### src/shared/cfg_pkg.sv
/*
 * constants for the configuration memory readout block: special function
 * addresses, configuration byte indices, field positions, reset values and
 * flash partition sizes. assumes an 8-bit special function register bus.
 */
package cfg_pkg;
    localparam logic [7:0] SFR_CONFIG_BYTE_INDEX = 8'h93;
    localparam logic [7:0] SFR_CONFIG_BYTE_VALUE = 8'h94;

    localparam int CFG_BYTES = 128;
    localparam int CFG_IDX_W = 7;
    localparam logic [6:0] IDX_PORTS_BROWNOUT = 7'h7E;
    localparam logic [6:0] IDX_FLASH_SECURITY = 7'h7F;

    // programming-time code window for configuration bytes
    localparam logic [15:0] CFG_CODE_BASE = 16'h8000;
    localparam logic [15:0] CFG_CODE_LAST = 16'h807F;

    // flash_security_partition_config fields
    localparam int BIT_PROGRAM_ACCESS_ALLOW = 7;
    localparam int BIT_PROGRAM_FLASH_LOCK = 6;
    localparam int BIT_RESET_SECTOR_LOCK = 5;
    localparam int BIT_BOOT_ROM_ENABLE = 4;
    localparam int BIT_WATCHDOG_RESET_SELECT = 3;
    localparam int POS_DATA_FLASH_SIZE = 0;

    // ports_brownout_config fields
    localparam int POS_DIGITAL_BROWNOUT_LEVEL = 6;
    localparam int POS_ANALOG_BROWNOUT_LEVEL = 4;
    localparam int BIT_ANALOG_BROWNOUT_DISABLE = 3;
    localparam int BIT_DIGITAL_BROWNOUT_DISABLE = 2;
    localparam int BIT_PORT_ZERO_GPIO_ENABLE = 1;
    localparam int BIT_PORTS_TWO_THREE_GPIO_ENABLE = 0;

    // values held until the load after reset completes
    localparam logic [7:0] FLASH_SECURITY_RESET = 8'hFF;
    localparam logic [7:0] PORTS_BROWNOUT_RESET = 8'hFF;

    // flash sizes in bytes
    localparam int FLASH_ADDR_W = 17;
    localparam logic [16:0] FLASH_PRESENT_BYTES = 17'h08000;
    localparam logic [16:0] RESET_SECTOR_BYTES = 17'h01000;

    // brownout thresholds in millivolts
    localparam logic [12:0] BROWNOUT_MV_00 = 13'd4500;
    localparam logic [12:0] BROWNOUT_MV_01 = 13'd4200;
    localparam logic [12:0] BROWNOUT_MV_10 = 13'd2700;
    localparam logic [12:0] BROWNOUT_MV_11 = 13'd2500;

    typedef enum logic [0:0] {ST_LOAD, ST_RUN} load_state_t;
endpackage

### src/core/hw_config_memory_readout.sv
/*
 * configuration memory readout: a 128-byte configuration flash written only
 * in programming mode, read at run time through an index/value register pair
 * on the special function bus, and two hardware configuration bytes decoded
 * into flash protection, partition, watchdog, brownout and port controls.
 * assumes a synchronous bus, one access per cycle, and a programmer that
 * fills the array before the run-time reset is released.
 */
`timescale 1ns/1ps
`default_nettype none
module hw_config_memory_readout (
    input wire logic clock,
    input wire logic rst_b,
    input wire logic [7:0] sfr_addr,
    input wire logic sfr_wr,
    input wire logic sfr_rd,
    input wire logic [7:0] sfr_wdata,
    output logic [7:0] sfr_rdata,
    output logic sfr_hit,
    input wire logic prog_mode,
    input wire logic prog_we,
    input wire logic [15:0] prog_addr,
    input wire logic [7:0] prog_wdata,
    input wire logic [15:0] code_addr,
    output logic code_config_blocked,
    input wire logic flash_wr_req,
    input wire logic [16:0] flash_wr_addr,
    output logic flash_wr_grant,
    output logic ext_flash_access_ok,
    output logic [16:0] data_flash_bytes,
    output logic [16:0] program_flash_bytes,
    output logic boot_rom_enable,
    input wire logic watchdog_expire,
    output logic watchdog_reset_req,
    output logic watchdog_irq_req,
    output logic [12:0] digital_brownout_mv,
    output logic [12:0] analog_brownout_mv,
    input wire logic digital_brownout_raw,
    input wire logic analog_brownout_raw,
    output logic brownout_reset_req,
    output logic port_zero_gpio_enable,
    output logic ports_two_three_gpio_enable,
    output logic p3_strobes_external
);
    function automatic logic [12:0] level_mv(input logic [1:0] code);
        case (code)
            2'b00: level_mv = cfg_pkg::BROWNOUT_MV_00;
            2'b01: level_mv = cfg_pkg::BROWNOUT_MV_01;
            2'b10: level_mv = cfg_pkg::BROWNOUT_MV_10;
            default: level_mv = cfg_pkg::BROWNOUT_MV_11;
        endcase
    endfunction

    function automatic logic [16:0] data_size(input logic [2:0] code);
        case (code)
            3'b001: data_size = 17'h08000;
            3'b010: data_size = 17'h04000;
            3'b011: data_size = 17'h02000;
            3'b100: data_size = 17'h01000;
            3'b101: data_size = 17'h00800;
            3'b110: data_size = 17'h00400;
            default: data_size = 17'h00000;
        endcase
    endfunction

    // nonvolatile array: deliberately not reset, it survives run-time resets
    logic [7:0] cfg_mem [cfg_pkg::CFG_BYTES];

    logic [6:0] index_r, index_nxt;
    logic [7:0] rdata_r, rdata_nxt;
    logic hit_r, hit_nxt;
    logic [7:0] fsec_r, fsec_nxt;
    logic [7:0] pbo_r, pbo_nxt;
    cfg_pkg::load_state_t state_r, state_nxt;
    logic wdt_rst_r, wdt_rst_nxt;
    logic wdt_irq_r, wdt_irq_nxt;
    logic bo_r, bo_nxt;
    logic prog_in_window;
    logic [16:0] want_data;
    logic [16:0] prog_bytes;
    logic sector_lock_all;

    assign prog_in_window = (prog_addr >= cfg_pkg::CFG_CODE_BASE)
        && (prog_addr <= cfg_pkg::CFG_CODE_LAST);

    // only the programming path writes the array
    always_ff @(posedge clock) begin
        if (prog_mode && prog_we && prog_in_window) begin
            cfg_mem[prog_addr[6:0]] <= prog_wdata;
        end
    end

    always_comb begin
        index_nxt = index_r;
        rdata_nxt = 8'h00;
        hit_nxt = 1'b0;
        if (sfr_wr && sfr_addr == cfg_pkg::SFR_CONFIG_BYTE_INDEX) begin
            index_nxt = sfr_wdata[6:0];
        end
        if (sfr_rd && sfr_addr == cfg_pkg::SFR_CONFIG_BYTE_INDEX) begin
            rdata_nxt = {1'b0, index_r};
            hit_nxt = 1'b1;
        end else if (sfr_rd && sfr_addr == cfg_pkg::SFR_CONFIG_BYTE_VALUE) begin
            rdata_nxt = cfg_mem[index_r];
            hit_nxt = 1'b1;
        end
    end

    always_ff @(posedge clock or negedge rst_b) begin
        if (!rst_b) begin
            index_r <= 7'h00;
            rdata_r <= 8'h00;
            hit_r <= 1'b0;
        end else begin
            index_r <= index_nxt;
            rdata_r <= rdata_nxt;
            hit_r <= hit_nxt;
        end
    end

    assign sfr_rdata = rdata_r;
    assign sfr_hit = hit_r;

    // hardware bytes are captured once, one cycle after reset release
    always_comb begin
        state_nxt = state_r;
        fsec_nxt = fsec_r;
        pbo_nxt = pbo_r;
        case (state_r)
            cfg_pkg::ST_LOAD: begin
                fsec_nxt = cfg_mem[cfg_pkg::IDX_FLASH_SECURITY];
                pbo_nxt = cfg_mem[cfg_pkg::IDX_PORTS_BROWNOUT];
                state_nxt = cfg_pkg::ST_RUN;
            end
            cfg_pkg::ST_RUN: begin
                state_nxt = cfg_pkg::ST_RUN;
            end
            default: begin
                state_nxt = cfg_pkg::ST_LOAD;
            end
        endcase
    end

    always_ff @(posedge clock or negedge rst_b) begin
        if (!rst_b) begin
            state_r <= cfg_pkg::ST_LOAD;
            fsec_r <= cfg_pkg::FLASH_SECURITY_RESET;
            pbo_r <= cfg_pkg::PORTS_BROWNOUT_RESET;
        end else begin
            state_r <= state_nxt;
            fsec_r <= fsec_nxt;
            pbo_r <= pbo_nxt;
        end
    end

    // code fetches in the configuration window never see its contents outside programming mode
    assign code_config_blocked = !prog_mode && (code_addr >= cfg_pkg::CFG_CODE_BASE)
        && (code_addr <= cfg_pkg::CFG_CODE_LAST);

    assign want_data = data_size(fsec_r[cfg_pkg::POS_DATA_FLASH_SIZE +: 3]);
    assign data_flash_bytes = (want_data > cfg_pkg::FLASH_PRESENT_BYTES)
        ? cfg_pkg::FLASH_PRESENT_BYTES : want_data;
    assign prog_bytes = cfg_pkg::FLASH_PRESENT_BYTES - data_flash_bytes;
    assign program_flash_bytes = prog_bytes;
    assign sector_lock_all = prog_bytes <= cfg_pkg::RESET_SECTOR_BYTES;

    assign ext_flash_access_ok = fsec_r[cfg_pkg::BIT_PROGRAM_ACCESS_ALLOW];
    assign boot_rom_enable = fsec_r[cfg_pkg::BIT_BOOT_ROM_ENABLE];

    // writes into the data partition are never locked by these bits
    always_comb begin
        flash_wr_grant = flash_wr_req;
        if (flash_wr_addr < prog_bytes) begin
            if (fsec_r[cfg_pkg::BIT_PROGRAM_FLASH_LOCK]) begin
                flash_wr_grant = 1'b0;
            end
            if (fsec_r[cfg_pkg::BIT_RESET_SECTOR_LOCK]
                && (flash_wr_addr < cfg_pkg::RESET_SECTOR_BYTES || sector_lock_all)) begin
                flash_wr_grant = 1'b0;
            end
        end
    end

    always_comb begin
        wdt_rst_nxt = watchdog_expire && fsec_r[cfg_pkg::BIT_WATCHDOG_RESET_SELECT];
        wdt_irq_nxt = watchdog_expire && !fsec_r[cfg_pkg::BIT_WATCHDOG_RESET_SELECT];
        bo_nxt = (digital_brownout_raw && !pbo_r[cfg_pkg::BIT_DIGITAL_BROWNOUT_DISABLE])
            || (analog_brownout_raw && !pbo_r[cfg_pkg::BIT_ANALOG_BROWNOUT_DISABLE]);
    end

    always_ff @(posedge clock or negedge rst_b) begin
        if (!rst_b) begin
            wdt_rst_r <= 1'b0;
            wdt_irq_r <= 1'b0;
            bo_r <= 1'b0;
        end else begin
            wdt_rst_r <= wdt_rst_nxt;
            wdt_irq_r <= wdt_irq_nxt;
            bo_r <= bo_nxt;
        end
    end

    assign watchdog_reset_req = wdt_rst_r;
    assign watchdog_irq_req = wdt_irq_r;
    assign brownout_reset_req = bo_r;

    assign digital_brownout_mv = level_mv(pbo_r[cfg_pkg::POS_DIGITAL_BROWNOUT_LEVEL +: 2]);
    assign analog_brownout_mv = level_mv(pbo_r[cfg_pkg::POS_ANALOG_BROWNOUT_LEVEL +: 2]);
    assign port_zero_gpio_enable = pbo_r[cfg_pkg::BIT_PORT_ZERO_GPIO_ENABLE];
    assign ports_two_three_gpio_enable = pbo_r[cfg_pkg::BIT_PORTS_TWO_THREE_GPIO_ENABLE];
    // either external mode turns port 3 pins 6 and 7 into write/read strobes
    assign p3_strobes_external = !port_zero_gpio_enable || !ports_two_three_gpio_enable;
endmodule
`default_nettype wire

### config.mk
export PLATFORM = sky130hd
export DESIGN_NAME = hw_config_memory_readout
export DESIGN_NICKNAME = d
export VERILOG_FILES = /design/src/shared/cfg_pkg.sv /design/src/core/hw_config_memory_readout.sv
export SDC_FILE = /design/constraint.sdc
export NUM_CORES = 1
export LEC_CHECK = 0
export BUFFER_PORTS_ARGS = -buffer_cell sky130_fd_sc_hd__clkbuf_2
export CAP_MARGIN = 20
export CORE_MARGIN = 3
export CORE_UTILIZATION = 45
export DETAILED_ROUTE_END_ITERATION = 12
export PLACE_DENSITY_LB_ADDON = 0.08
export SLEW_MARGIN = 5
export SYNTH_ARGS = -nofsm -noshare
export SYNTH_HDL_FRONTEND = slang
export SYNTH_SLANG_ARGS = --single-unit
### constraint.sdc
create_clock -name clock -period 3.8 [get_ports clock]
set_input_delay 0.76 -clock clock [delete_from_list [all_inputs] [get_ports clock]]
set_output_delay 0.76 -clock clock [all_outputs]
set_load 0.01 [all_outputs]
==> results_tabular.tex <==
\begin{tabular}{lr}
\hline
Metric & Value \\
\hline
\multicolumn{2}{l}{\textbf{STA}} \\
Slew of the pin with the lowest slew margin & 1.11 ns \\
Total negative slack & 0 ns \\
Peak clock frequency supported by timing & 0.274 GHz \\
Final count of hold timing violations & 0 \\
Setup Skew & between 0.03 and 0.04 ns \\
Share of the cycle needed by the critical path after routing & between 90 and 100\% \\
Final worst slack & 0.147 ns \\
Slew Limit Fails & 0 \\
Count of final setup violators & 0 \\
Fin crit period & $\sim$3.7 ns \\
Relative slew margins & 26.1\% \\
\multicolumn{2}{l}{\textbf{Clocking}} \\
Sink Count & $\sim$1100 \\
Clock slew at the register clock pins of the worst setup and hold paths & 0.06 ns \\
Clk Latency, worst-skew pair & 0.69 ns \\
Hold buffers post-CTS & 0 \\
CTS Root Cell & sky130\_fd\_sc\_hd\_\_clkbuf\_16 \\
Number of buffers on the longest clock path & 3 \\
Htree depth & 3 \\
Clock buffer count from CTS & around 110 \\
Clock tree from TritonCTS & yes \\
\multicolumn{2}{l}{\textbf{GRT}} \\
Antenna violations before repair & 3 \\
Grt total ovfl & 0 \\
Vias in the first global route & $\sim$23000 \\
First-pass GRT wire length & 165000 µm \\
Pin count of the biggest net entering global routing & 129 \\
All-layer global routing usage & 23.4\% \\
\multicolumn{2}{l}{\textbf{Placement}} \\
Setup WS pre-CTS & 0.642 ns \\
Inst Count DP & 3677 \\
I/O Buffers & 116 \\
Detail Placement HPWL & between 70000 and 80000 µm \\
Final estimated routing congestion in global placement & about 0.86 \\
\multicolumn{2}{l}{\textbf{Yosys}} \\
Number of different library cells in the post-synthesis netlist & 68 \\
Most used standard cell by instance count after synthesis & sky130\_fd\_sc\_hd\_\_edfxtp\_1 \\
Async set-or-reset flop fraction in the synthesized netlist & between 3 and 4\% \\
Share of Yosys cell area claimed by the top area cell type & between 70\% and 80\% \\
Prevailing post-synth register cell & sky130\_fd\_sc\_hd\_\_edfxtp\_1 \\
Cell count after synthesis & 2214 \\
Number of synthesized flops with an enable pin & approximately 1000 \\
Number of storage elements in the synthesis netlist & roughly 1100 \\
Count of yosys warnings during synthesis & 0 \\
Largest cells by area after synthesis & sky130\_fd\_sc\_hd\_\_edfxtp\_1 (72\%), sky130\_fd\_sc\_hd\_\_mux4\_2 (10\%), sky130\_fd\_sc\_hd\_\_mux2i\_1 (3.0\%) \\
Mapped cell area & about 43000 µm² \\
Top cell type by total area after synthesis & sky130\_fd\_sc\_hd\_\_edfxtp\_1 \\
Post-synthesis sequential area ratio & 74.5\% \\
Average instance area after synthesis & 19.2 µm² \\
Synth top cells by count & sky130\_fd\_sc\_hd\_\_edfxtp\_1 (1024), sky130\_fd\_sc\_hd\_\_mux4\_2 (190), sky130\_fd\_sc\_hd\_\_nor2\_1 (167) \\
\multicolumn{2}{l}{\textbf{Min path}} \\
Class of the tightest hold or removal check & primary input to async pin \\
\multicolumn{2}{l}{\textbf{Floorplanning}} \\
Die Area & $\sim$100000 µm² \\
Die Ht & 313 µm \\
\# IOs & between 150 and 200 \\
Initial core utilization & a little under half \\
Site Rows & 112 \\
DIE WIDTH & between 300 and 400 µm \\
Core area & 93500 µm² \\
\multicolumn{2}{l}{\textbf{Worst setup path}} \\
Category of the worst setup path capture point & output pin \\
Worst Setup Start Kind & register \\
CP required & 3.04 ns \\
CP Class & register to output pin \\
Critical path data arrival time & 2.89 ns \\
Maximum net fanout on the critical path & 8 \\
\multicolumn{2}{l}{\textbf{Finish}} \\
Fillcell total & 7446 \\
Multi-input gate area & 9860 µm² \\
Non-filler instance count after layout & 3887 \\
Fraction of layout cells with a size suffix above 1 & 29.5\% \\
Layout overhead on the synthesized area & 16.0\% \\
Register Area & 31700 µm² \\
\# nets final & 2641 \\
\multicolumn{2}{l}{\textbf{Drt}} \\
Final wirelength & 115000 µm \\
Antenna Nets Post-Route & 0 \\
DR WL/cell & 29.6 µm \\
Total number of vias & 22700 \\
Number of vias per cell & between 5 and 6 \\
Residual DRC & 0 \\
Number of detailed-route iterations in the first pass & 5 \\
Number of DRC markers in iteration 0 & approximately 2200 \\
\multicolumn{2}{l}{\textbf{Run}} \\
Max-cap viol count & 0 \\
\multicolumn{2}{l}{\textbf{Power}} \\
IR drop worst, VDD & 0.000402 V \\
Leakage & between 0.015 and 0.02 µW \\
Power per Cell Area & 502 nW/µm² \\
\multicolumn{2}{l}{\textbf{Status}} \\
Outcome & complete, no violations \\
\hline
\end{tabular}
==> sequential cells by signal, summed over array words and instances (netlist names), 7 cells and up <==
register   cells
cfg_mem     1024
sfr_rdata      8
fsec_r         8
index_r        7
pbo_r          8
==> report_power, final <==
group	total, µW	leakage [µW]	internal [µW]	switching, µW
combinational	1340	0.00446	474	861
sequential	12900	0.00963	12800	44.7
clock	10500	0.00172	6130	4400
==> cells by family (layout without fill, tap and decap cells) <==
kind of cell | count (synthesis) | count (layout) | share of synthesized area, %
fa+ha+maj | 18 | 18 | 0.530
xor+xnor | 1 | 1 | 0.0206
flops | 1060 | 1060 | 74.5
simple gates | 348 | 348 | 3.79
buf+inv | 183 | 575 | 2.76
other cells | 2 | 29 | 0.0177
mux | 363 | 363 | 14.4
compound gates | 239 | 239 | 4.04
==> cell type report <==
type | count | share of cell area, %
clock buffer | 129 | 5.77
antenna | 1 | 0.00507
inverter | 29 | 0.226
timing repair buffer | 344 | 5.25
clock inverter | 73 | 1.35
sequential | 1060 | 64.2
tap | 1254 | 3.18
multi-input combinational | 997 | 20.0
==> repair_timing <==
action                                 4_1_cts  5_1_grt
resized for setup                            3       16
endpoints found under the hold margin        0        0
pin swaps                                    0        9
setup endpoints to repair                    1        1
setup buffers                                2        5
==> cell usage in the layout, fill, tap and decap left out, types with 9 or more instances in the layout <==
cell,Yosys,layout
sky130_fd_sc_hd__conb_1,2,28
sky130_fd_sc_hd__o21ai_0,27,25
sky130_fd_sc_hd__dfrtp_1,20,15
sky130_fd_sc_hd__clkinv_2,0,20
sky130_fd_sc_hd__nor3_1,31,31
sky130_fd_sc_hd__buf_4,42,214
sky130_fd_sc_hd__clkbuf_1,53,18
sky130_fd_sc_hd__mux2_2,43,43
sky130_fd_sc_hd__nand2_1,50,50
sky130_fd_sc_hd__mux4_2,190,190
sky130_fd_sc_hd__bufinv_16,0,12
sky130_fd_sc_hd__nor2b_1,11,11
sky130_fd_sc_hd__clkbuf_2,0,107
sky130_fd_sc_hd__dfstp_2,16,16
sky130_fd_sc_hd__o22ai_1,17,17
sky130_fd_sc_hd__edfxtp_1,1024,1024
sky130_fd_sc_hd__o221ai_1,35,35
sky130_fd_sc_hd__mux2i_1,127,127
sky130_fd_sc_hd__nor4_1,9,9
sky130_fd_sc_hd__nand3_1,20,19
sky130_fd_sc_hd__a22oi_1,31,31
sky130_fd_sc_hd__nand4_1,12,12
sky130_fd_sc_hd__a211oi_1,16,16
sky130_fd_sc_hd__clkinv_1,2,36
sky130_fd_sc_hd__buf_12,7,22
sky130_fd_sc_hd__clkbuf_16,0,111
sky130_fd_sc_hd__nor2_1,167,165
sky130_fd_sc_hd__inv_1,27,24
sky130_fd_sc_hd__ha_1,18,16
sky130_fd_sc_hd__a21oi_1,43,42
==> metrics by stage <==
stage	power [µW]	area (µm²)	utilization [%]	hold slack [ns]
6_report	24700	49300	52.8	0.246
5_1_grt	25500	49300	52.8	0.252
4_1_cts	24900	49200	52.7	0.210
3_5_place_dp	14400	45700	48.9	0.499
3_3_place_gp	14400	45700	48.9	0.497
2_1_floorplan	13800	42600	-	0.464
==> worst max-delay path, cell delays in order, from the launching register on <==
cell and delay [ns]:
sky130_fd_sc_hd__dfstp_2 0.62, sky130_fd_sc_hd__nand3_2 0.13, sky130_fd_sc_hd__ha_4 0.20, sky130_fd_sc_hd__inv_4 0.09, sky130_fd_sc_hd__nor2_2 0.05, sky130_fd_sc_hd__o21ai_2 0.16
sky130_fd_sc_hd__o21ai_2 0.09, sky130_fd_sc_hd__ha_1 0.32, sky130_fd_sc_hd__a21oi_2 0.14, sky130_fd_sc_hd__a21oi_1 0.08, sky130_fd_sc_hd__o21a_1 0.19, sky130_fd_sc_hd__buf_2 0.13
==> metal layers <==
metal  vias to the layer above  GRT usage, %  wire length (µm)
li1                       9661             -                 -
met3                       119          4.46              8560
met2                       861          37.3             54800
met4                         0          5.50              2050
met1                     12100          33.6             49500
met5                         -             0                 0
==> final timing paths <==
| kind | start | endpoint | slack (ns) | cells past startpoint |
|---|---|---|---|---|
| worst max-delay path | fsec_r[0] | flash_wr_grant | 0.15 | 11 |
| worst min-delay path | rst_b | state_r | 0.25 | 1 |
| worst max register to register | index_r[1] | sfr_rdata[6] | 0.65 | 7 |
| worst min register to register | cfg_mem[127][4] | fsec_r[4] | 0.51 | 1 |
| max in group asynchronous | rst_b | index_r[1] | 2.75 | 1 |
| min in group clock | analog_brownout_raw | brownout_reset_req | 0.31 | 3 |
(Power assumes the default switching activity.)
